===== src/csoc_map.vh =====
`ifndef CSOC_MAP_VH
`define CSOC_MAP_VH

// ---------------------------------------------------------------------
// Register offsets (9-bit register address space)
// ---------------------------------------------------------------------
`define CSOC_ADDR_W         9
`define CSOC_ADDR_DRAIN7    9'h182
`define CSOC_ADDR_DRAIN8    9'h183
`define CSOC_ADDR_OFSDIV    9'h1a4

// ---------------------------------------------------------------------
// Field positions and reset values
// ---------------------------------------------------------------------
`define CSOC_DRAIN_FAST_BIT 0
`define CSOC_DRAIN_REG_BIT  1
`define CSOC_DRAIN_RST      16'h0000

// ---------------------------------------------------------------------
// Timing
// ---------------------------------------------------------------------
`define CSOC_REF_CLK_KHZ    50000
`define CSOC_OFS_CLK_MAX_KHZ 500
`define CSOC_OFS_DIV_MIN    (`CSOC_REF_CLK_KHZ / `CSOC_OFS_CLK_MAX_KHZ)
`define CSOC_OFSDIV_RST     16'h0063
`define CSOC_OFS_STEPS      5'h1f

`endif


===== src/csoc_ofs_seq.v =====
`timescale 1ns/1ps
`include "csoc_map.vh"

// Automatic offset compensation sequencer shared by all six channels.
module csoc_ofs_seq (
  // Clock and reset.
  input  wire        clk,
  input  wire        rst_n,
  // Prescaled compensation step enable.
  input  wire        step_en,
  // Start and stop commands with target channel.
  input  wire        start,
  input  wire        stop,
  input  wire [2:0]  chan,
  // Synchronised comparator feedback, one bit per channel.
  input  wire [5:0]  cmp,
  // Correction words, sign and magnitude, six bits per channel.
  output reg  [35:0] corr,
  output reg  [5:0]  active,
  output reg         busy
);

  // -------------------------------------------------------------------
  // State
  // -------------------------------------------------------------------
  reg signed [5:0] mem_reg [0:5];  // Correction kept per channel.
  reg [2:0]        ch_reg;         // Channel under compensation.
  reg [4:0]        steps_reg;      // Steps taken in this run.
  reg              dir_reg;        // Direction of the previous step.
  reg              first_reg;      // No step taken yet.
  integer          i;              // Loop index of the sequencer.
  integer          j;              // Loop index of the output view.

  // Signed value to sign and magnitude for the analog correction DAC.
  function [5:0] to_sm;
    input signed [5:0] v;
    begin
      if (v < 0) begin
        to_sm = {1'b1, 5'h00 - v[4:0]};
      end else begin
        to_sm = {1'b0, v[4:0]};
      end
    end
  endfunction

  // -------------------------------------------------------------------
  // Sequencer
  // -------------------------------------------------------------------
  // Each step moves the correction one code against the comparator, up to +/-31;
  // the run ends at the first reversal or after the step budget. The
  // stored word is cleared only by reset, so a new run resumes from it and an
  // aborted run keeps what it reached.
  always @(posedge clk or negedge rst_n) begin
    if (!rst_n) begin
      for (i = 0; i < 6; i = i + 1) begin
        mem_reg[i] <= 6'sd0;
      end
      ch_reg    <= 3'h0;
      steps_reg <= 5'h00;
      dir_reg   <= 1'b0;
      first_reg <= 1'b0;
      busy      <= 1'b0;
    end else if (busy) begin
      if (stop) begin
        busy <= 1'b0;
      end else if (step_en) begin
        if ((!first_reg && dir_reg != cmp[ch_reg]) ||
            steps_reg == `CSOC_OFS_STEPS) begin
          busy <= 1'b0;
        end else begin
          first_reg <= 1'b0;
          dir_reg   <= cmp[ch_reg];
          steps_reg <= steps_reg + 5'h01;
          // Comparator high means the offset is positive: step down.
          if (cmp[ch_reg] && mem_reg[ch_reg] != -6'sd31) begin
            mem_reg[ch_reg] <= mem_reg[ch_reg] - 6'sd1;
          end else if (!cmp[ch_reg] && mem_reg[ch_reg] != 6'sd31) begin
            mem_reg[ch_reg] <= mem_reg[ch_reg] + 6'sd1;
          end
        end
      end
    end else if (start && chan < 3'h6) begin
      ch_reg    <= chan;
      steps_reg <= 5'h00;
      first_reg <= 1'b1;
      busy      <= 1'b1;
    end
  end

  // Registered view of the correction words and the active channel.
  always @(posedge clk or negedge rst_n) begin
    if (!rst_n) begin
      corr   <= 36'h0;
      active <= 6'h00;
    end else begin
      for (j = 0; j < 6; j = j + 1) begin
        corr[j*6 +: 6] <= to_sm(mem_reg[j]);
        active[j]      <= busy && (ch_reg == j[2:0]);
      end
    end
  end

endmodule


===== src/csoc_top.v =====
`timescale 1ns/1ps
`include "csoc_map.vh"

module csoc_top (
  // Clock and reset.
  input  wire        REF_CLK,
  input  wire        RESETN,
  // Register port.
  input  wire        REG_WR,
  input  wire        REG_RD,
  input  wire [8:0]  REG_ADDR,
  input  wire [15:0] REG_WDATA,
  output reg  [15:0] REG_RDATA,
  // Microcore gain command.
  input  wire        GAIN_WE,
  input  wire [2:0]  GAIN_CH,
  input  wire [1:0]  GAIN_VAL,
  // Microcore threshold command; channels 6 and 7 are high DACs.
  input  wire        DAC_WE,
  input  wire [2:0]  DAC_CH,
  input  wire [7:0]  DAC_VAL,
  // Microcore negative threshold command.
  input  wire        NEG_WE,
  input  wire        NEG_CH,
  input  wire [3:0]  NEG_VAL,
  // Microcore compensation command.
  input  wire        OFS_START,
  input  wire        OFS_STOP,
  input  wire [2:0]  OFS_CH,
  // Microcore ADC conversion request per channel.
  input  wire [5:0]  ADC_CONV,
  // Analog comparator feedback.
  input  wire [3:0]  CUR_FBK,
  input  wire [1:0]  HIGH_FBK,
  input  wire [1:0]  LOW_FBK,
  input  wire [1:0]  NEG_FBK,
  input  wire [1:0]  DRAIN_FBK,
  input  wire [1:0]  DRAIN_FAST_FBK,
  // Analog controls.
  output reg  [11:0] GAIN_SEL,
  output reg  [47:0] DAC_CODE,
  output reg  [15:0] DAC_HIGH_CODE,
  output reg  [7:0]  NEG_CODE,
  output reg  [5:0]  TRACK_HOLD,
  output wire [35:0] OFS_CORR,
  output wire [5:0]  OFS_ACTIVE,
  output wire        OFS_BUSY,
  output reg  [1:0]  DRAIN_FAST_EN,
  // Digital results.
  output reg  [1:0]  DRAIN_DIAG,
  output reg  [1:0]  RESONANCE,
  output reg  [1:0]  DCDC_GATE,
  output reg  [1:0]  BOOST_OVC
);

  // -------------------------------------------------------------------
  // Registers
  // -------------------------------------------------------------------
  reg  [15:0] drain7_reg;   // Drain monitor 7 configuration.
  reg  [15:0] drain8_reg;   // Drain monitor 8 configuration.
  reg  [15:0] ofsdiv_reg;   // Compensation clock divider.
  reg  [15:0] div_cnt_reg;  // Divider counter.
  reg         step_en;      // One-cycle compensation clock enable.
  reg  [11:0] sync1_reg;    // First synchroniser stage.
  reg  [11:0] sync2_reg;    // Second synchroniser stage.
  integer     i;            // Loop index of the command process.
  integer     j;            // Loop index of the regulation process.

  // Synchronised feedback fields.
  wire [3:0] cur_s   = sync2_reg[3:0];
  wire [1:0] high_s  = sync2_reg[5:4];
  wire [1:0] low_s   = sync2_reg[7:6];
  wire [1:0] neg_s   = sync2_reg[9:8];
  wire [1:0] drn_s   = sync2_reg[11:10];
  wire [1:0] fast_s;
  reg  [1:0] fast1_reg;
  reg  [1:0] fast2_reg;
  assign fast_s = fast2_reg;

  // Mode bits of both converter drains.
  wire [1:0] fast_mode = {drain8_reg[`CSOC_DRAIN_FAST_BIT],
                          drain7_reg[`CSOC_DRAIN_FAST_BIT]};
  wire [1:0] reg_mode  = {drain8_reg[`CSOC_DRAIN_REG_BIT],
                          drain7_reg[`CSOC_DRAIN_REG_BIT]};

  // -------------------------------------------------------------------
  // Register port
  // -------------------------------------------------------------------
  // Writes take effect on the next edge; unmapped reads return zero.
  always @(posedge REF_CLK or negedge RESETN) begin
    if (!RESETN) begin
      drain7_reg <= `CSOC_DRAIN_RST;
      drain8_reg <= `CSOC_DRAIN_RST;
      ofsdiv_reg <= `CSOC_OFSDIV_RST;
      REG_RDATA  <= 16'h0000;
    end else begin
      if (REG_WR) begin
        case (REG_ADDR)
          `CSOC_ADDR_DRAIN7: drain7_reg <= REG_WDATA;
          `CSOC_ADDR_DRAIN8: drain8_reg <= REG_WDATA;
          `CSOC_ADDR_OFSDIV: ofsdiv_reg <= REG_WDATA;
          default: ;
        endcase
      end
      if (REG_RD) begin
        case (REG_ADDR)
          `CSOC_ADDR_DRAIN7: REG_RDATA <= drain7_reg;
          `CSOC_ADDR_DRAIN8: REG_RDATA <= drain8_reg;
          `CSOC_ADDR_OFSDIV: REG_RDATA <= ofsdiv_reg;
          default:           REG_RDATA <= 16'h0000;
        endcase
      end
    end
  end

  // -------------------------------------------------------------------
  // Compensation clock divider
  // -------------------------------------------------------------------
  // The divider runs at divide-by (value+1). Software is trusted to keep
  // the rate under the analog step limit; a too small value simply makes
  // the run end early with a poorer result.
  always @(posedge REF_CLK or negedge RESETN) begin
    if (!RESETN) begin
      div_cnt_reg <= 16'h0000;
      step_en     <= 1'b0;
    end else if (div_cnt_reg >= ofsdiv_reg) begin
      div_cnt_reg <= 16'h0000;
      step_en     <= 1'b1;
    end else begin
      div_cnt_reg <= div_cnt_reg + 16'h0001;
      step_en     <= 1'b0;
    end
  end

  // -------------------------------------------------------------------
  // Feedback synchronisers
  // -------------------------------------------------------------------
  // Comparators are asynchronous to the core clock; two stages each.
  always @(posedge REF_CLK or negedge RESETN) begin
    if (!RESETN) begin
      sync1_reg <= 12'h000;
      sync2_reg <= 12'h000;
      fast1_reg <= 2'h0;
      fast2_reg <= 2'h0;
    end else begin
      sync1_reg <= {DRAIN_FBK, NEG_FBK, LOW_FBK, HIGH_FBK, CUR_FBK};
      sync2_reg <= sync1_reg;
      fast1_reg <= DRAIN_FAST_FBK;
      fast2_reg <= fast1_reg;
    end
  end

  // -------------------------------------------------------------------
  // Gain, threshold and track-and-hold controls
  // -------------------------------------------------------------------
  // Commands from the microcores land directly in the analog controls.
  always @(posedge REF_CLK or negedge RESETN) begin
    if (!RESETN) begin
      GAIN_SEL      <= 12'h000;
      DAC_CODE      <= 48'h0;
      DAC_HIGH_CODE <= 16'h0000;
      NEG_CODE      <= 8'h00;
      TRACK_HOLD    <= 6'h00;
    end else begin
      for (i = 0; i < 6; i = i + 1) begin
        if (GAIN_WE && GAIN_CH == i[2:0]) begin
          GAIN_SEL[i*2 +: 2] <= GAIN_VAL;
        end
        if (DAC_WE && DAC_CH == i[2:0]) begin
          DAC_CODE[i*8 +: 8] <= DAC_VAL;
        end
      end
      if (DAC_WE && DAC_CH[2:1] == 2'h3) begin
        DAC_HIGH_CODE[DAC_CH[0]*8 +: 8] <= DAC_VAL;
      end
      if (NEG_WE) begin
        NEG_CODE[NEG_CH*4 +: 4] <= NEG_VAL;
      end
      // The hold stays closed for as long as the conversion runs.
      TRACK_HOLD <= ADC_CONV;
    end
  end

  // -------------------------------------------------------------------
  // Offset compensation
  // -------------------------------------------------------------------
  // Channels 4 and 5 compensate on their low comparators; the negative
  // amplifiers have no compensation path at all.
  csoc_ofs_seq u_ofs (
    .clk     (REF_CLK),
    .rst_n   (RESETN),
    .step_en (step_en),
    .start   (OFS_START),
    .stop    (OFS_STOP),
    .chan    (OFS_CH),
    .cmp     ({low_s, cur_s}),
    .corr    (OFS_CORR),
    .active  (OFS_ACTIVE),
    .busy    (OFS_BUSY)
  );

  // -------------------------------------------------------------------
  // Drain monitoring, regulation and boost overcurrent
  // -------------------------------------------------------------------
  // Gate turns on below the low threshold and off above the high one;
  // between them it holds, giving the hysteresis of two-point control.
  // The two synchroniser stages are the price paid in loop delay.
  always @(posedge REF_CLK or negedge RESETN) begin
    if (!RESETN) begin
      DRAIN_FAST_EN <= 2'h0;
      DRAIN_DIAG    <= 2'h0;
      RESONANCE     <= 2'h0;
      DCDC_GATE     <= 2'h0;
      BOOST_OVC     <= 2'h0;
    end else begin
      DRAIN_FAST_EN <= fast_mode;
      for (j = 0; j < 2; j = j + 1) begin
        DRAIN_DIAG[j] <= drn_s[j] & ~fast_mode[j];
        RESONANCE[j]  <= fast_s[j] & fast_mode[j];
        if (!reg_mode[j]) begin
          DCDC_GATE[j] <= 1'b0;
        end else if (high_s[j]) begin
          DCDC_GATE[j] <= 1'b0;
        end else if (!low_s[j]) begin
          DCDC_GATE[j] <= 1'b1;
        end
        BOOST_OVC[j] <= neg_s[j] & ~DCDC_GATE[j];
      end
    end
  end

endmodule


===== config.mk =====
export PLATFORM = sky130hd
export DESIGN_NAME = csoc_top
export DESIGN_NICKNAME = d
export VERILOG_FILES = /design/src/csoc_ofs_seq.v /design/src/csoc_top.v
export VERILOG_INCLUDE_DIRS = /design/src /design/src/src
export SDC_FILE = /design/constraint.sdc
export NUM_CORES = 1
export LEC_CHECK = 0
export BUFFER_PORTS_ARGS = -buffer_cell sky130_fd_sc_hd__buf_2
export CORE_UTILIZATION = 35
export CTS_BUF_LIST = sky130_fd_sc_hd__clkbuf_16
export CTS_CLUSTER_DIAMETER = 30
export CTS_CLUSTER_SIZE = 14
export DETAILED_ROUTE_END_ITERATION = 10
export PLACE_DENSITY = 0.65
export SLEW_MARGIN = 20
export SYNTH_ARGS = -nofsm -noshare
export SYNTH_HDL_FRONTEND = slang
export SYNTH_SLANG_ARGS = --single-unit

===== constraint.sdc =====
create_clock -name REF_CLK -period 3.01 [get_ports REF_CLK]
set_clock_uncertainty 0.15 [all_clocks]
set_input_delay 0.1505 -clock REF_CLK [delete_from_list [all_inputs] [get_ports REF_CLK]]
set_output_delay 0.1505 -clock REF_CLK [all_outputs]
set_load 0.01 [all_outputs]

==> results of run 1 <==
-- worst max path at each step --
stage,startpoint,to,slack [ns],cells after the start
floorplan,u_ofs.ch_reg[1]$_DFFE_PN0P_,u_ofs.mem_reg[13]$_DFFE_PN0P_,0.06,13
global placement,u_ofs.ch_reg[1]$_DFFE_PN0P_,u_ofs.mem_reg[27]$_DFFE_PN0P_,-0.03,8
detailed placement,u_ofs.ch_reg[1]$_DFFE_PN0P_,u_ofs.mem_reg[27]$_DFFE_PN0P_,-0.12,8
CTS,u_ofs.ch_reg[0]$_DFFE_PN0P_,u_ofs.mem_reg[21]$_DFFE_PN0P_,0.02,8
global route,u_ofs.ch_reg[0]$_DFFE_PN0P_,u_ofs.busy$_DFF_PN0_,0.03,12
finish,u_ofs.ch_reg[0]$_DFFE_PN0P_,u_ofs.mem_reg[21]$_DFFE_PN0P_,0.11,8
-- logic make-up after synthesis --
| group | synth area share |
|---|---|
| AOI/OAI and AO/OA | 0.0542 |
| and+or+nand+nor | 0.0862 |
| xor gates and xnor gates | 0.0265 |
| muxes | 0.186 |
| buffers and inverters | 0.0224 |
| DFF | 0.597 |
| adders and majority gates | 0.0280 |
-- metal layers --
layer	up-vias	track usage	share of wire
met5	-	0	0
met4	0	0.0726	0.020
met3	42	0.0439	0.054
met2	232	0.277	0.49
met1	4350	0.210	0.43
li1	4191	-	-
-- cell usage in the layout, fill, tap and decap left out, types with 5 or more instances in the layout --
cell type      Yosys  final
a21o_1             9      9
bufinv_16          0     16
o21ai_0           15     15
nand4b_1           5      5
dfrtp_1          294    292
inv_6              0      5
nor2b_1            9      9
a21oi_1           38     36
nand2_1           66     66
nor3b_1            7      7
buf_4              3     45
clkinv_1           1      9
xnor2_1           32     32
and3_1             7      7
clkinv_2           0      6
a22oi_1           17     17
mux2_4            10     10
ha_1              28     28
clkbuf_16          0     72
nor2_1            51     51
dlygate4sd3_1      0     80
nand3_1            8      8
clkinvlp_4         0      6
inv_1             32     39
o31ai_1            9      8
nor3_1            12     12
nand4_1            8      8
nand2b_1          14     13
mux2_2           172    172
mux2i_1           24     23
buf_2              2    235
-- what timing repair did --
item / CTS / global route
resized for setup: 5 / 6
hold endpoints to repair: 272 / 0
pin swaps: 1 / 1
buffers inserted: 1 / 1
setup endpoints to repair: 25 / 22
hold buffers: 80 / 0
-- worst max-delay path, delay by kind of cell (launching register included) --
kind	cells	cell delay, ns
flops	1	0.45
simple gates	2	0.48
buf+inv	1	0.17
mux	2	0.53
compound gates	3	0.99
-- power breakdown --
| part | internal, mW | leakage, nW | switching (mW) |
|---|---|---|---|
| registers | 4.77 | 3.76 | 0.543 |
| logic | 1.78 | 3.63 | 1.94 |
| clock network | 5.68 | 1.23 | 2.31 |
-- area by class of cell --
class | instances | area, um^2
flip-flops and latches | 298 | 7460
inverters | 33 | 125
well taps | 455 | 569
clock buffers | 72 | 1800
repair buffers | 365 | 2410
clock inverters | 53 | 706
fillers | 2953 | 17000
multi-input cells | 586 | 4820
diodes | 1 | 2.50
-- per-stage QoR --
stage | setup WS, ns | setup TNS (ns) | cells | util | cell area, um^2
detailed placement | -0.116 | -1.60 | 1655 | 0.416 | 14500
finish | 0.108 | 0 | 1863 | 0.513 | 17900
global route | 0.0303 | 0 | 1862 | 0.513 | 17900
floorplan | 0.0554 | 0 | 945 | - | 12500
global placement | -0.0307 | -0.311 | 1655 | 0.416 | 14500
CTS | 0.0214 | 0 | 1861 | 0.512 | 17900
==> report_table.html, run 1 <==
<table>
<tr><th>Metric</th><th>Value</th></tr>
<tr><th colspan="2">Synthesis</th></tr>
<tr><td>Number of register bits inferred by synthesis</td><td>298</td></tr>
<tr><td>Mean instance size in the synthesized netlist</td><td>13.2 um^2</td></tr>
<tr><td>Leading cell types by total area after synthesis</td><td>dfrtp_1 59%, mux2_2 15%, ha_1 2.8%, xnor2_1 2.2%, nand2_1 2.0%</td></tr>
<tr><td>Synth Instances</td><td>945</td></tr>
<tr><td>Sequential share of the synthesized area</td><td>0.597</td></tr>
<tr><td>Netlist area before placement</td><td>12500 um^2</td></tr>
<tr><td>EDFF count, synth</td><td>0</td></tr>
<tr><td>Fraction of synthesis flops using an asynchronous set or reset pin</td><td>1.00</td></tr>
<tr><td>Most frequently used flop master after synthesis</td><td>dfrtp_1</td></tr>
<tr><td>Fraction of post-synthesis cell area in the top cell type by area</td><td>0.588</td></tr>
<tr><td>Post-synthesis cell type count</td><td>60</td></tr>
<tr><td>Largest area contributor in the netlist</td><td>dfrtp_1</td></tr>
<tr><td>Net count after synthesis</td><td>1051</td></tr>
<tr><td>Cell with the most instances after synthesis</td><td>dfrtp_1</td></tr>
<tr><td>Top cells by count, synth</td><td>294 x dfrtp_1, 172 x mux2_2, 66 x nand2_1</td></tr>
<tr><td>Number of synthesis warnings</td><td>0</td></tr>
<tr><th colspan="2">Setup path</th></tr>
<tr><td>Required arrival time at the worst endpoint</td><td>3.30 ns</td></tr>
<tr><td>Type of element launching the critical path</td><td>flop</td></tr>
<tr><td>Kind of end point of the critical path</td><td>flop</td></tr>
<tr><td>Reg2reg path depth</td><td>8</td></tr>
<tr><td>Worst path cell trace</td><td>buf_4, mux2i_1, nor2_1, or3_4, o41ai_4, o31ai_1, a211o_2, mux2_2</td></tr>
<tr><td>Crit path largest cell delay</td><td>0.45 ns</td></tr>
<tr><td>Classification of the worst setup path</td><td>flop to flop</td></tr>
<tr><td>Crit Path Max Fanout</td><td>7</td></tr>
<tr><td>RR Startpoint</td><td>u_ofs.ch_reg[0]$_DFFE_PN0P_</td></tr>
<tr><td>Critical Path Slowest Stage Cell</td><td>dfrtp_2</td></tr>
<tr><td>Arrival time of data at the critical path endpoint</td><td>3.19 ns</td></tr>
<tr><td>Crit Reg-Reg Endpoint</td><td>u_ofs.mem_reg[21]$_DFFE_PN0P_</td></tr>
<tr><td>Setup slack, reg-to-reg</td><td>0.11 ns</td></tr>
<tr><th colspan="2">Cells and area</th></tr>
<tr><td>Share of cells above drive strength 1</td><td>0.431</td></tr>
<tr><td>Number of flip-flops in the largest register</td><td>48</td></tr>
<tr><td>Total number of nets in the final design</td><td>1459</td></tr>
<tr><td>Layout-stage area growth over the synthesis result</td><td>43.1%</td></tr>
<tr><th colspan="2">STA</th></tr>
<tr><td>Worst relative slew slack</td><td>0.473</td></tr>
<tr><td>Period Utilization, post-route</td><td>0.964</td></tr>
<tr><td>Hold violation count in the final report</td><td>0</td></tr>
<tr><td>F_max</td><td>345 MHz</td></tr>
<tr><td>Setup repair after global routing missed its margin</td><td>false</td></tr>
<tr><td>Worst hold slack</td><td>0.0556 ns</td></tr>
<tr><td>Setup-failing EPs final</td><td>0</td></tr>
<tr><td>Number of max-slew violations in the final report</td><td>0</td></tr>
<tr><td>Actual slew at the worst max-slew pin</td><td>0.791 ns</td></tr>
<tr><td>Fin crit period</td><td>2.90 ns</td></tr>
<tr><th colspan="2">Clock tree</th></tr>
<tr><td>CTS tree</td><td>done</td></tr>
<tr><td>Cts bufs inserted</td><td>69</td></tr>
<tr><td>Clock-pin slew on the worst setup and hold paths</td><td>0.05 ns</td></tr>
<tr><td>Maximum number of buffers from clock root to sink</td><td>3</td></tr>
<tr><td>Number of H-tree levels</td><td>3</td></tr>
<tr><td>Worst-skew pair later-pin latency</td><td>0.56 ns</td></tr>
<tr><td>Root buffer selected by CTS</td><td>clkbuf_16</td></tr>
<tr><td>Sink count of the clock tree</td><td>298</td></tr>
<tr><th colspan="2">Die</th></tr>
<tr><td>Total Die Area</td><td>36500 um^2</td></tr>
<tr><td>Row count</td><td>68</td></tr>
<tr><td>Core region area</td><td>34900 um^2</td></tr>
<tr><td>Height of the die</td><td>191 um</td></tr>
<tr><td>Top-level port count</td><td>237</td></tr>
<tr><td>Die span in x</td><td>191 um</td></tr>
<tr><td>Initial core utilization</td><td>0.359</td></tr>
<tr><th colspan="2">Flow run</th></tr>
<tr><td>Number of maximum-capacitance constraint violations</td><td>0</td></tr>
<tr><th colspan="2">Routing</th></tr>
<tr><td>Number of search-and-repair iterations in the first detailed-routing pass</td><td>4</td></tr>
<tr><td>Drt initial violations</td><td>374</td></tr>
<tr><td>Post-detailed-routing wire length</td><td>30000 um</td></tr>
<tr><td>Post-detailed-route via-to-cell ratio</td><td>4.73</td></tr>
<tr><td>Average wire per standard cell</td><td>16.1 um</td></tr>
<tr><td>Overall via count from detail_route</td><td>8815</td></tr>
<tr><td>Post-detailed-route count of antenna-violating nets</td><td>0</td></tr>
<tr><td>Post-route DRC violation count</td><td>0</td></tr>
<tr><th colspan="2">Place</th></tr>
<tr><td>Port Buffers</td><td>236</td></tr>
<tr><td>Placer congestion estimate</td><td>0.854</td></tr>
<tr><td>DPL Wire Length</td><td>20400 um</td></tr>
<tr><th colspan="2">Min path</th></tr>
<tr><td>Worst Hold Depth</td><td>5</td></tr>
<tr><td>Hold path startpoint</td><td>REG_ADDR[5]</td></tr>
<tr><td>Hold/Removal Path Class</td><td>primary input to flop</td></tr>
<tr><td>Hold-critical path endpoint</td><td>REG_RDATA[2]$_DFFE_PN0P_</td></tr>
<tr><th colspan="2">Global routing</th></tr>
<tr><td>Maximum number of pins on one net before global-route repair</td><td>100</td></tr>
<tr><td>Wire length of the first global-routing pass</td><td>48400 um</td></tr>
<tr><td>Total congestion overflow after global routing</td><td>0</td></tr>
<tr><td>Global-route usage over all layers</td><td>0.169</td></tr>
<tr><td>Initial antenna violation count</td><td>0</td></tr>
<tr><td>Number of global-route vias before repair</td><td>9268</td></tr>
<tr><th colspan="2">Power and ir drop</th></tr>
<tr><td>Worst IR drop on VDD</td><td>637 uV</td></tr>
<tr><td>Sum of internal, switching and leakage power</td><td>17.0 mW</td></tr>
<tr><td>Pwr Density</td><td>952 nW/um^2</td></tr>
<tr><td>Static leakage power</td><td>8.62 nW</td></tr>
<tr><th colspan="2">Run status</th></tr>
<tr><td>Result of the run</td><td>complete, no violations</td></tr>
</table>
(Power assumes the default switching activity.)
==> run 2, diff against run 1 <==
- ABC_AREA: unset -> 1
==> report_table.html, run 2 <==
<table>
<tr><th>Metric</th><th>Value</th></tr>
<tr><th colspan="2">Setup path</th></tr>
<tr><td>Type of element launching the critical path</td><td>flop</td></tr>
<tr><td>RR Startpoint</td><td>u_ofs.busy$_DFF_PN0_</td></tr>
<tr><td>Reg2reg path depth</td><td>7</td></tr>
<tr><td>Required arrival time at the worst endpoint</td><td>3.37 ns</td></tr>
<tr><td>Arrival time of data at the critical path endpoint</td><td>2.98 ns</td></tr>
<tr><td>Crit Path Max Fanout</td><td>8</td></tr>
<tr><td>Classification of the worst setup path</td><td>flop to flop</td></tr>
<tr><td>Kind of end point of the critical path</td><td>flop</td></tr>
<tr><td>Launching element of the worst setup path</td><td>u_ofs.busy$_DFF_PN0_</td></tr>
<tr><th colspan="2">Synthesis</th></tr>
<tr><td>Number of synthesis warnings</td><td>0</td></tr>
<tr><td>Sequential share of the synthesized area</td><td>0.603</td></tr>
<tr><td>Leading cell types by total area after synthesis</td><td>dfrtp_1 59%, nand2_1 12%, o21ai_0 7.0%, inv_1 4.1%, ha_1 2.8%</td></tr>
<tr><td>Number of register bits inferred by synthesis</td><td>298</td></tr>
<tr><td>Most frequently used flop master after synthesis</td><td>dfrtp_1</td></tr>
<tr><td>Cell with the most instances after synthesis</td><td>nand2_1</td></tr>
<tr><td>Post-synthesis cell type count</td><td>36</td></tr>
<tr><td>Top cells by count, synth</td><td>409 x nand2_1, 294 x dfrtp_1, 174 x o21ai_0</td></tr>
<tr><td>Fraction of post-synthesis cell area in the top cell type by area</td><td>0.594</td></tr>
<tr><td>Mean instance size in the synthesized netlist</td><td>9.35 um^2</td></tr>
<tr><td>Netlist area before placement</td><td>12400 um^2</td></tr>
<tr><td>EDFF count, synth</td><td>0</td></tr>
<tr><td>Fraction of synthesis flops using an asynchronous set or reset pin</td><td>1.00</td></tr>
<tr><td>Synth Instances</td><td>1324</td></tr>
<tr><td>Net count after synthesis</td><td>1430</td></tr>
<tr><td>Largest area contributor in the netlist</td><td>dfrtp_1</td></tr>
<tr><th colspan="2">Global routing</th></tr>
<tr><td>Maximum number of pins on one net before global-route repair</td><td>90</td></tr>
<tr><td>Wire length of the first global-routing pass</td><td>53600 um</td></tr>
<tr><td>Number of global-route vias before repair</td><td>10500</td></tr>
<tr><td>Global-route usage over all layers</td><td>0.188</td></tr>
<tr><td>Total congestion overflow after global routing</td><td>0</td></tr>
<tr><td>Initial antenna violation count</td><td>0</td></tr>
<tr><th colspan="2">Cells and area</th></tr>
<tr><td>Most frequent standard cell in the layout excluding fill and tap cells</td><td>nand2_1</td></tr>
<tr><td>Number of flip-flops in the largest register</td><td>48</td></tr>
<tr><td>Total number of nets in the final design</td><td>1804</td></tr>
<tr><td>Final std cell area, no fill</td><td>17400 um^2</td></tr>
<tr><td>Register area</td><td>7460 um^2</td></tr>
<tr><td>Most used cells in the layout excluding fill and tap cells</td><td>409 x nand2_1, 294 x dfrtp_1, 235 x buf_2</td></tr>
<tr><td>Share of cells above drive strength 1</td><td>0.229</td></tr>
<tr><td>Final antenna diode count</td><td>0</td></tr>
<tr><td>Number of filler instances in the final layout</td><td>3127</td></tr>
<tr><td>Layout-stage area growth over the synthesis result</td><td>40.9%</td></tr>
<tr><td>Non-Filler Instances</td><td>2213</td></tr>
<tr><td>Combined area of the multi-input logic cells</td><td>4140 um^2</td></tr>
<tr><th colspan="2">Die</th></tr>
<tr><td>Initial core utilization</td><td>0.357</td></tr>
<tr><td>Row count</td><td>68</td></tr>
<tr><td>Core region area</td><td>34600 um^2</td></tr>
<tr><td>Top-level port count</td><td>237</td></tr>
<tr><td>Total Die Area</td><td>36100 um^2</td></tr>
<tr><td>Die span in x</td><td>190 um</td></tr>
<tr><td>Height of the die</td><td>190 um</td></tr>
<tr><th colspan="2">STA</th></tr>
<tr><td>Hold violation count in the final report</td><td>0</td></tr>
<tr><td>Worst relative slew slack</td><td>0.511</td></tr>
<tr><td>F_max</td><td>381 MHz</td></tr>
<tr><td>Setup-failing EPs final</td><td>0</td></tr>
<tr><td>Actual slew at the worst max-slew pin</td><td>0.733 ns</td></tr>
<tr><td>Period Utilization, post-route</td><td>0.871</td></tr>
<tr><td>Number of max-slew violations in the final report</td><td>0</td></tr>
<tr><td>Fin crit period</td><td>2.62 ns</td></tr>
<tr><td>Total negative slack</td><td>0 ns</td></tr>
<tr><td>Worst hold slack</td><td>0.0278 ns</td></tr>
<tr><td>Setup repair after global routing missed its margin</td><td>false</td></tr>
<tr><th colspan="2">Power and ir drop</th></tr>
<tr><td>Static leakage power</td><td>9.00 nW</td></tr>
<tr><td>Pwr Density</td><td>946 nW/um^2</td></tr>
<tr><td>Worst IR drop on VDD</td><td>598 uV</td></tr>
<tr><td>Sum of internal, switching and leakage power</td><td>16.5 mW</td></tr>
<tr><th colspan="2">Place</th></tr>
<tr><td>Standard cell area after detailed placement</td><td>14100 um^2</td></tr>
<tr><td>DPL Wire Length</td><td>22300 um</td></tr>
<tr><td>Cell total after placement</td><td>1994</td></tr>
<tr><td>Port Buffers</td><td>236</td></tr>
<tr><td>Placer congestion estimate</td><td>0.893</td></tr>
<tr><th colspan="2">Routing</th></tr>
<tr><td>Post-detailed-routing wire length</td><td>33300 um</td></tr>
<tr><td>Drt initial violations</td><td>461</td></tr>
<tr><td>Number of search-and-repair iterations in the first detailed-routing pass</td><td>5</td></tr>
<tr><td>Average wire per standard cell</td><td>15.1 um</td></tr>
<tr><td>Post-route DRC violation count</td><td>0</td></tr>
<tr><td>Overall via count from detail_route</td><td>10300</td></tr>
<tr><td>Post-detailed-route via-to-cell ratio</td><td>4.66</td></tr>
<tr><td>Post-detailed-route count of antenna-violating nets</td><td>0</td></tr>
<tr><th colspan="2">Clock tree</th></tr>
<tr><td>Maximum number of buffers from clock root to sink</td><td>3</td></tr>
<tr><td>CTS tree</td><td>done</td></tr>
<tr><td>Sink count of the clock tree</td><td>298</td></tr>
<tr><td>Cts bufs inserted</td><td>73</td></tr>
<tr><td>CTS resizes</td><td>0</td></tr>
<tr><td>Worst-skew pair later-pin latency</td><td>0.58 ns</td></tr>
<tr><td>Clock-pin slew on the worst setup and hold paths</td><td>0.05 ns</td></tr>
<tr><td>Number of H-tree levels</td><td>3</td></tr>
<tr><td>Root buffer selected by CTS</td><td>clkbuf_16</td></tr>
<tr><th colspan="2">Min path</th></tr>
<tr><td>Hold/Removal Path Class</td><td>primary input to asynchronous set/reset pin</td></tr>
<tr><th colspan="2">Flow run</th></tr>
<tr><td>Number of maximum-capacitance constraint violations</td><td>0</td></tr>
<tr><th colspan="2">Run status</th></tr>
<tr><td>Result of the run</td><td>complete, no violations</td></tr>
</table>
-- run 2: changes by cell type in the layout (fill, tap and decap cells not counted), sizes merged, moves of 14 or more --
cell,change
nand3,+29
buf,-32
inv,+119
mux2i,-24
mux2,-182
nand2b,-14
nand2,+352
xnor2,-18
o21ai,+184
a22oi,-16
-- run 2: through the flow --
stage,util,setup WS (ns)
floorplan,-,0.651
detailed placement,0.406,0.472
global placement,0.406,0.544
finish,0.504,0.388
CTS,0.504,0.402
global route,0.504,0.149
-- run 2: cell type report --
cell class                      instances  share of cell area
Clock buffer                           75               0.108
Timing Repair Buffer                  337               0.126
Sequential cell                       298               0.428
Multi-Input combinational cell        845               0.237
Inverter                              143              0.0313
Clock inverter                         60              0.0372
Tap cell                              455              0.0326
-- run 2: power breakdown --
group | switching, mW | total, mW | internal [mW]
logic | 2.17 | 3.39 | 1.22
registers | 0.519 | 5.22 | 4.70
clock network | 2.53 | 7.89 | 5.35
-- run 2: per-layer routing --
layer  track usage  vias to the layer above  part of all wire
met5             0                        -                 0
met4        0.0968                        0             0.035
met3        0.0540                       78             0.068
met2         0.303                      325              0.48
met1         0.227                     4882              0.42
li1              -                     5020                 -
-- run 2: worst max-delay path, cell delays in order (launching register included) --
cell and delay (ns):
dfrtp_1 0.41, inv_1 0.21, nand2_1 0.08, a21oi_1 0.38, nand2_1 0.10, dlygate4sd3_1 0.58
o21ai_0 0.08, dlygate4sd3_1 0.58
-- run 2: kinds of logic after synthesis --
logic type | count (synthesis) | synth area share
adder cells (fa/ha/maj) | 28 | 0.0283
flip-flops | 298 | 0.603
AND/OR/NAND/NOR | 534 | 0.177
AO/OA/AOI/OAI | 251 | 0.107
XOR/XNOR | 32 | 0.0226
buffers and inverters | 181 | 0.0624
-- run 2: final timing paths --
path / endpoint / slack [ns]
max: u_ofs.ch_reg[2]$_DFFE_PN0P_ / 0.39
min: TRACK_HOLD[0]$_DFF_PN0_ / 0.03
max reg2reg: u_ofs.ch_reg[2]$_DFFE_PN0P_ / 0.39
min reg2reg: sync2_reg[4]$_DFF_PN0_ / 0.19
max in group asynchronous: sync2_reg[2]$_DFF_PN0_ / 1.64
min in group REF_CLK: sync1_reg[1]$_DFF_PN0_ / 0.06
-- run 2: what timing repair did --
item                                    in CTS  in global routing
buffers inserted                             0                  0
hold buffers                                84                  0
endpoints found under the setup margin       0                  0
hold endpoints to repair                   344                  0
==> run 3, diff against run 2 <==
- PLACE_DENSITY: 0.65 -> 0.57
==> report_table.html, run 3 (synthesis gave the netlist of run 2 again) <==
<table>
<tr><th>Metric</th><th>Value</th></tr>
<tr><th colspan="2">Run status</th></tr>
<tr><td>Result of the run</td><td>complete, no violations</td></tr>
<tr><th colspan="2">Setup path</th></tr>
<tr><td>Crit Reg-Reg Endpoint</td><td>u_ofs.mem_reg[13]$_DFFE_PN0P_</td></tr>
<tr><td>Setup slack, reg-to-reg</td><td>0.37 ns</td></tr>
<tr><td>Crit Path Max Fanout</td><td>10</td></tr>
<tr><td>Reg2reg path depth</td><td>14</td></tr>
<tr><td>RR Startpoint</td><td>u_ofs.ch_reg[0]$_DFFE_PN0P_</td></tr>
<tr><td>Type of element launching the critical path</td><td>flop</td></tr>
<tr><td>Required arrival time at the worst endpoint</td><td>3.30 ns</td></tr>
<tr><td>Arrival time of data at the critical path endpoint</td><td>2.93 ns</td></tr>
<tr><td>Kind of end point of the critical path</td><td>flop</td></tr>
<tr><td>Classification of the worst setup path</td><td>flop to flop</td></tr>
<tr><th colspan="2">Routing</th></tr>
<tr><td>Post-detailed-route count of antenna-violating nets</td><td>0</td></tr>
<tr><td>Post-detailed-route via-to-cell ratio</td><td>4.57</td></tr>
<tr><td>Post-route DRC violation count</td><td>0</td></tr>
<tr><td>Overall via count from detail_route</td><td>10000</td></tr>
<tr><td>Number of search-and-repair iterations in the first detailed-routing pass</td><td>5</td></tr>
<tr><td>Average wire per standard cell</td><td>15.1 um</td></tr>
<tr><td>Drt initial violations</td><td>602</td></tr>
<tr><td>Post-detailed-routing wire length</td><td>33100 um</td></tr>
<tr><th colspan="2">Global routing</th></tr>
<tr><td>Initial antenna violation count</td><td>0</td></tr>
<tr><td>Number of global-route vias before repair</td><td>10200</td></tr>
<tr><td>Wire length of the first global-routing pass</td><td>53900 um</td></tr>
<tr><td>Maximum number of pins on one net before global-route repair</td><td>80</td></tr>
<tr><td>Total congestion overflow after global routing</td><td>0</td></tr>
<tr><td>Global-route usage over all layers</td><td>0.190</td></tr>
<tr><th colspan="2">Power and ir drop</th></tr>
<tr><td>Static leakage power</td><td>8.84 nW</td></tr>
<tr><td>Worst IR drop on VDD</td><td>572 uV</td></tr>
<tr><td>Pwr Density</td><td>912 nW/um^2</td></tr>
<tr><th colspan="2">Cells and area</th></tr>
<tr><td>Share of cells above drive strength 1</td><td>0.221</td></tr>
<tr><td>Non-Filler Instances</td><td>2190</td></tr>
<tr><td>Post-layout utilization of the core</td><td>0.493</td></tr>
<tr><td>Final antenna diode count</td><td>0</td></tr>
<tr><td>Most used cells in the layout excluding fill and tap cells</td><td>409 x nand2_1, 294 x dfrtp_1, 235 x buf_2</td></tr>
<tr><td>Most frequent standard cell in the layout excluding fill and tap cells</td><td>nand2_1</td></tr>
<tr><td>Layout-stage area growth over the synthesis result</td><td>37.9%</td></tr>
<tr><td>Number of flip-flops in the largest register</td><td>48</td></tr>
<tr><td>Register area</td><td>7460 um^2</td></tr>
<tr><td>Combined area of the multi-input logic cells</td><td>4140 um^2</td></tr>
<tr><td>Number of filler instances in the final layout</td><td>3273</td></tr>
<tr><td>Final std cell area, no fill</td><td>17100 um^2</td></tr>
<tr><td>Total number of nets in the final design</td><td>1792</td></tr>
<tr><th colspan="2">STA</th></tr>
<tr><td>Period Utilization, post-route</td><td>0.877</td></tr>
<tr><td>Total negative slack</td><td>0 ns</td></tr>
<tr><td>Setup repair after global routing missed its margin</td><td>false</td></tr>
<tr><td>Actual slew at the worst max-slew pin</td><td>0.683 ns</td></tr>
<tr><td>Worst relative slew slack</td><td>0.543</td></tr>
<tr><td>Setup-failing EPs final</td><td>0</td></tr>
<tr><td>Hold violation count in the final report</td><td>0</td></tr>
<tr><td>Fin crit period</td><td>2.64 ns</td></tr>
<tr><td>Worst hold slack</td><td>0.0361 ns</td></tr>
<tr><td>F_max</td><td>379 MHz</td></tr>
<tr><td>Number of max-slew violations in the final report</td><td>0</td></tr>
<tr><th colspan="2">Die</th></tr>
<tr><td>Core region area</td><td>34600 um^2</td></tr>
<tr><td>Row count</td><td>68</td></tr>
<tr><td>Die span in x</td><td>190 um</td></tr>
<tr><td>Height of the die</td><td>190 um</td></tr>
<tr><td>Top-level port count</td><td>237</td></tr>
<tr><td>Initial core utilization</td><td>0.357</td></tr>
<tr><td>Total Die Area</td><td>36100 um^2</td></tr>
<tr><th colspan="2">Clock tree</th></tr>
<tr><td>Maximum number of buffers from clock root to sink</td><td>3</td></tr>
<tr><td>Clock-pin slew on the worst setup and hold paths</td><td>0.05 ns</td></tr>
<tr><td>Number of H-tree levels</td><td>3</td></tr>
<tr><td>CTS hold repair buffers</td><td>75</td></tr>
<tr><td>Cts bufs inserted</td><td>69</td></tr>
<tr><td>CTS resizes</td><td>0</td></tr>
<tr><td>Number of buffers inserted to repair setup after CTS</td><td>0</td></tr>
<tr><td>CTS tree</td><td>done</td></tr>
<tr><td>Worst-skew pair later-pin latency</td><td>0.56 ns</td></tr>
<tr><td>Sink count of the clock tree</td><td>298</td></tr>
<tr><td>Root buffer selected by CTS</td><td>clkbuf_16</td></tr>
<tr><th colspan="2">Flow run</th></tr>
<tr><td>Number of maximum-capacitance constraint violations</td><td>0</td></tr>
<tr><th colspan="2">Place</th></tr>
<tr><td>Standard cell area after detailed placement</td><td>14100 um^2</td></tr>
<tr><td>DPL Wire Length</td><td>22400 um</td></tr>
<tr><td>Placer congestion estimate</td><td>0.893</td></tr>
<tr><td>Port Buffers</td><td>236</td></tr>
<tr><td>Cell total after placement</td><td>1995</td></tr>
<tr><th colspan="2">Min path</th></tr>
<tr><td>Hold/Removal Path Class</td><td>primary input to asynchronous set/reset pin</td></tr>
</table>
[run 3: critical path, stage by stage, from the launching register on]
cell and delay [ns]:
dfrtp_1 0.44, buf_4 0.20, o21ai_0 0.16, nand2_1 0.07
nand3_1 0.09, nand2_1 0.13, inv_1 0.12, ha_1 0.15
nand3_1 0.08, nor2_1 0.12, nand2_2 0.07, nand2_4 0.13
xor2_1 0.33, buf_4 0.20, o21ai_1 0.06
[run 3: routing by layer]
metal	track usage	wire length, um
met3	0.0469	1740
met2	0.294	15200
met1	0.251	15200
met4	0.0878	949
met5	0	0
[run 3: cell type report]
cell class / instances / share of cell area
well taps: 455 / 0.0334
multi-input cells: 845 / 0.243
inverters: 143 / 0.0320
flip-flops and latches: 298 / 0.437
repair buffers: 329 / 0.125
clock inverters: 48 / 0.0244
clock buffers: 72 / 0.106
[run 3: worst max-delay path by stage]
stage,startpoint,depth (start not counted),end
after floorplan,u_ofs.ch_reg[0]$_DFFE_PN0P_,14,u_ofs.mem_reg[13]$_DFFE_PN0P_
after global placement,u_ofs.ch_reg[0]$_DFFE_PN0P_,14,u_ofs.mem_reg[7]$_DFFE_PN0P_
after detailed placement,u_ofs.ch_reg[0]$_DFFE_PN0P_,14,u_ofs.mem_reg[13]$_DFFE_PN0P_
after CTS,u_ofs.ch_reg[0]$_DFFE_PN0P_,14,u_ofs.mem_reg[7]$_DFFE_PN0P_
after global routing,u_ofs.ch_reg[0]$_DFFE_PN0P_,15,u_ofs.mem_reg[13]$_DFFE_PN0P_
final,u_ofs.ch_reg[0]$_DFFE_PN0P_,14,u_ofs.mem_reg[13]$_DFFE_PN0P_
[run 3: where the power goes]
part           total [mW]  switching [mW]  internal (mW)
registers            5.23           0.529           4.70
logic                3.34            2.12           1.22
clock network        6.99            2.26           4.73
total                15.6            4.91           10.7
[run 3: metrics by stage]
stage / setup WS [ns] / total power [mW]
5_1_grt: 0.0933 / 16.5
3_5_place_dp: 0.385 / 8.53
3_3_place_gp: 0.441 / 8.49
6_report: 0.369 / 15.6
2_1_floorplan: 0.651 / 7.09
4_1_cts: 0.370 / 15.8
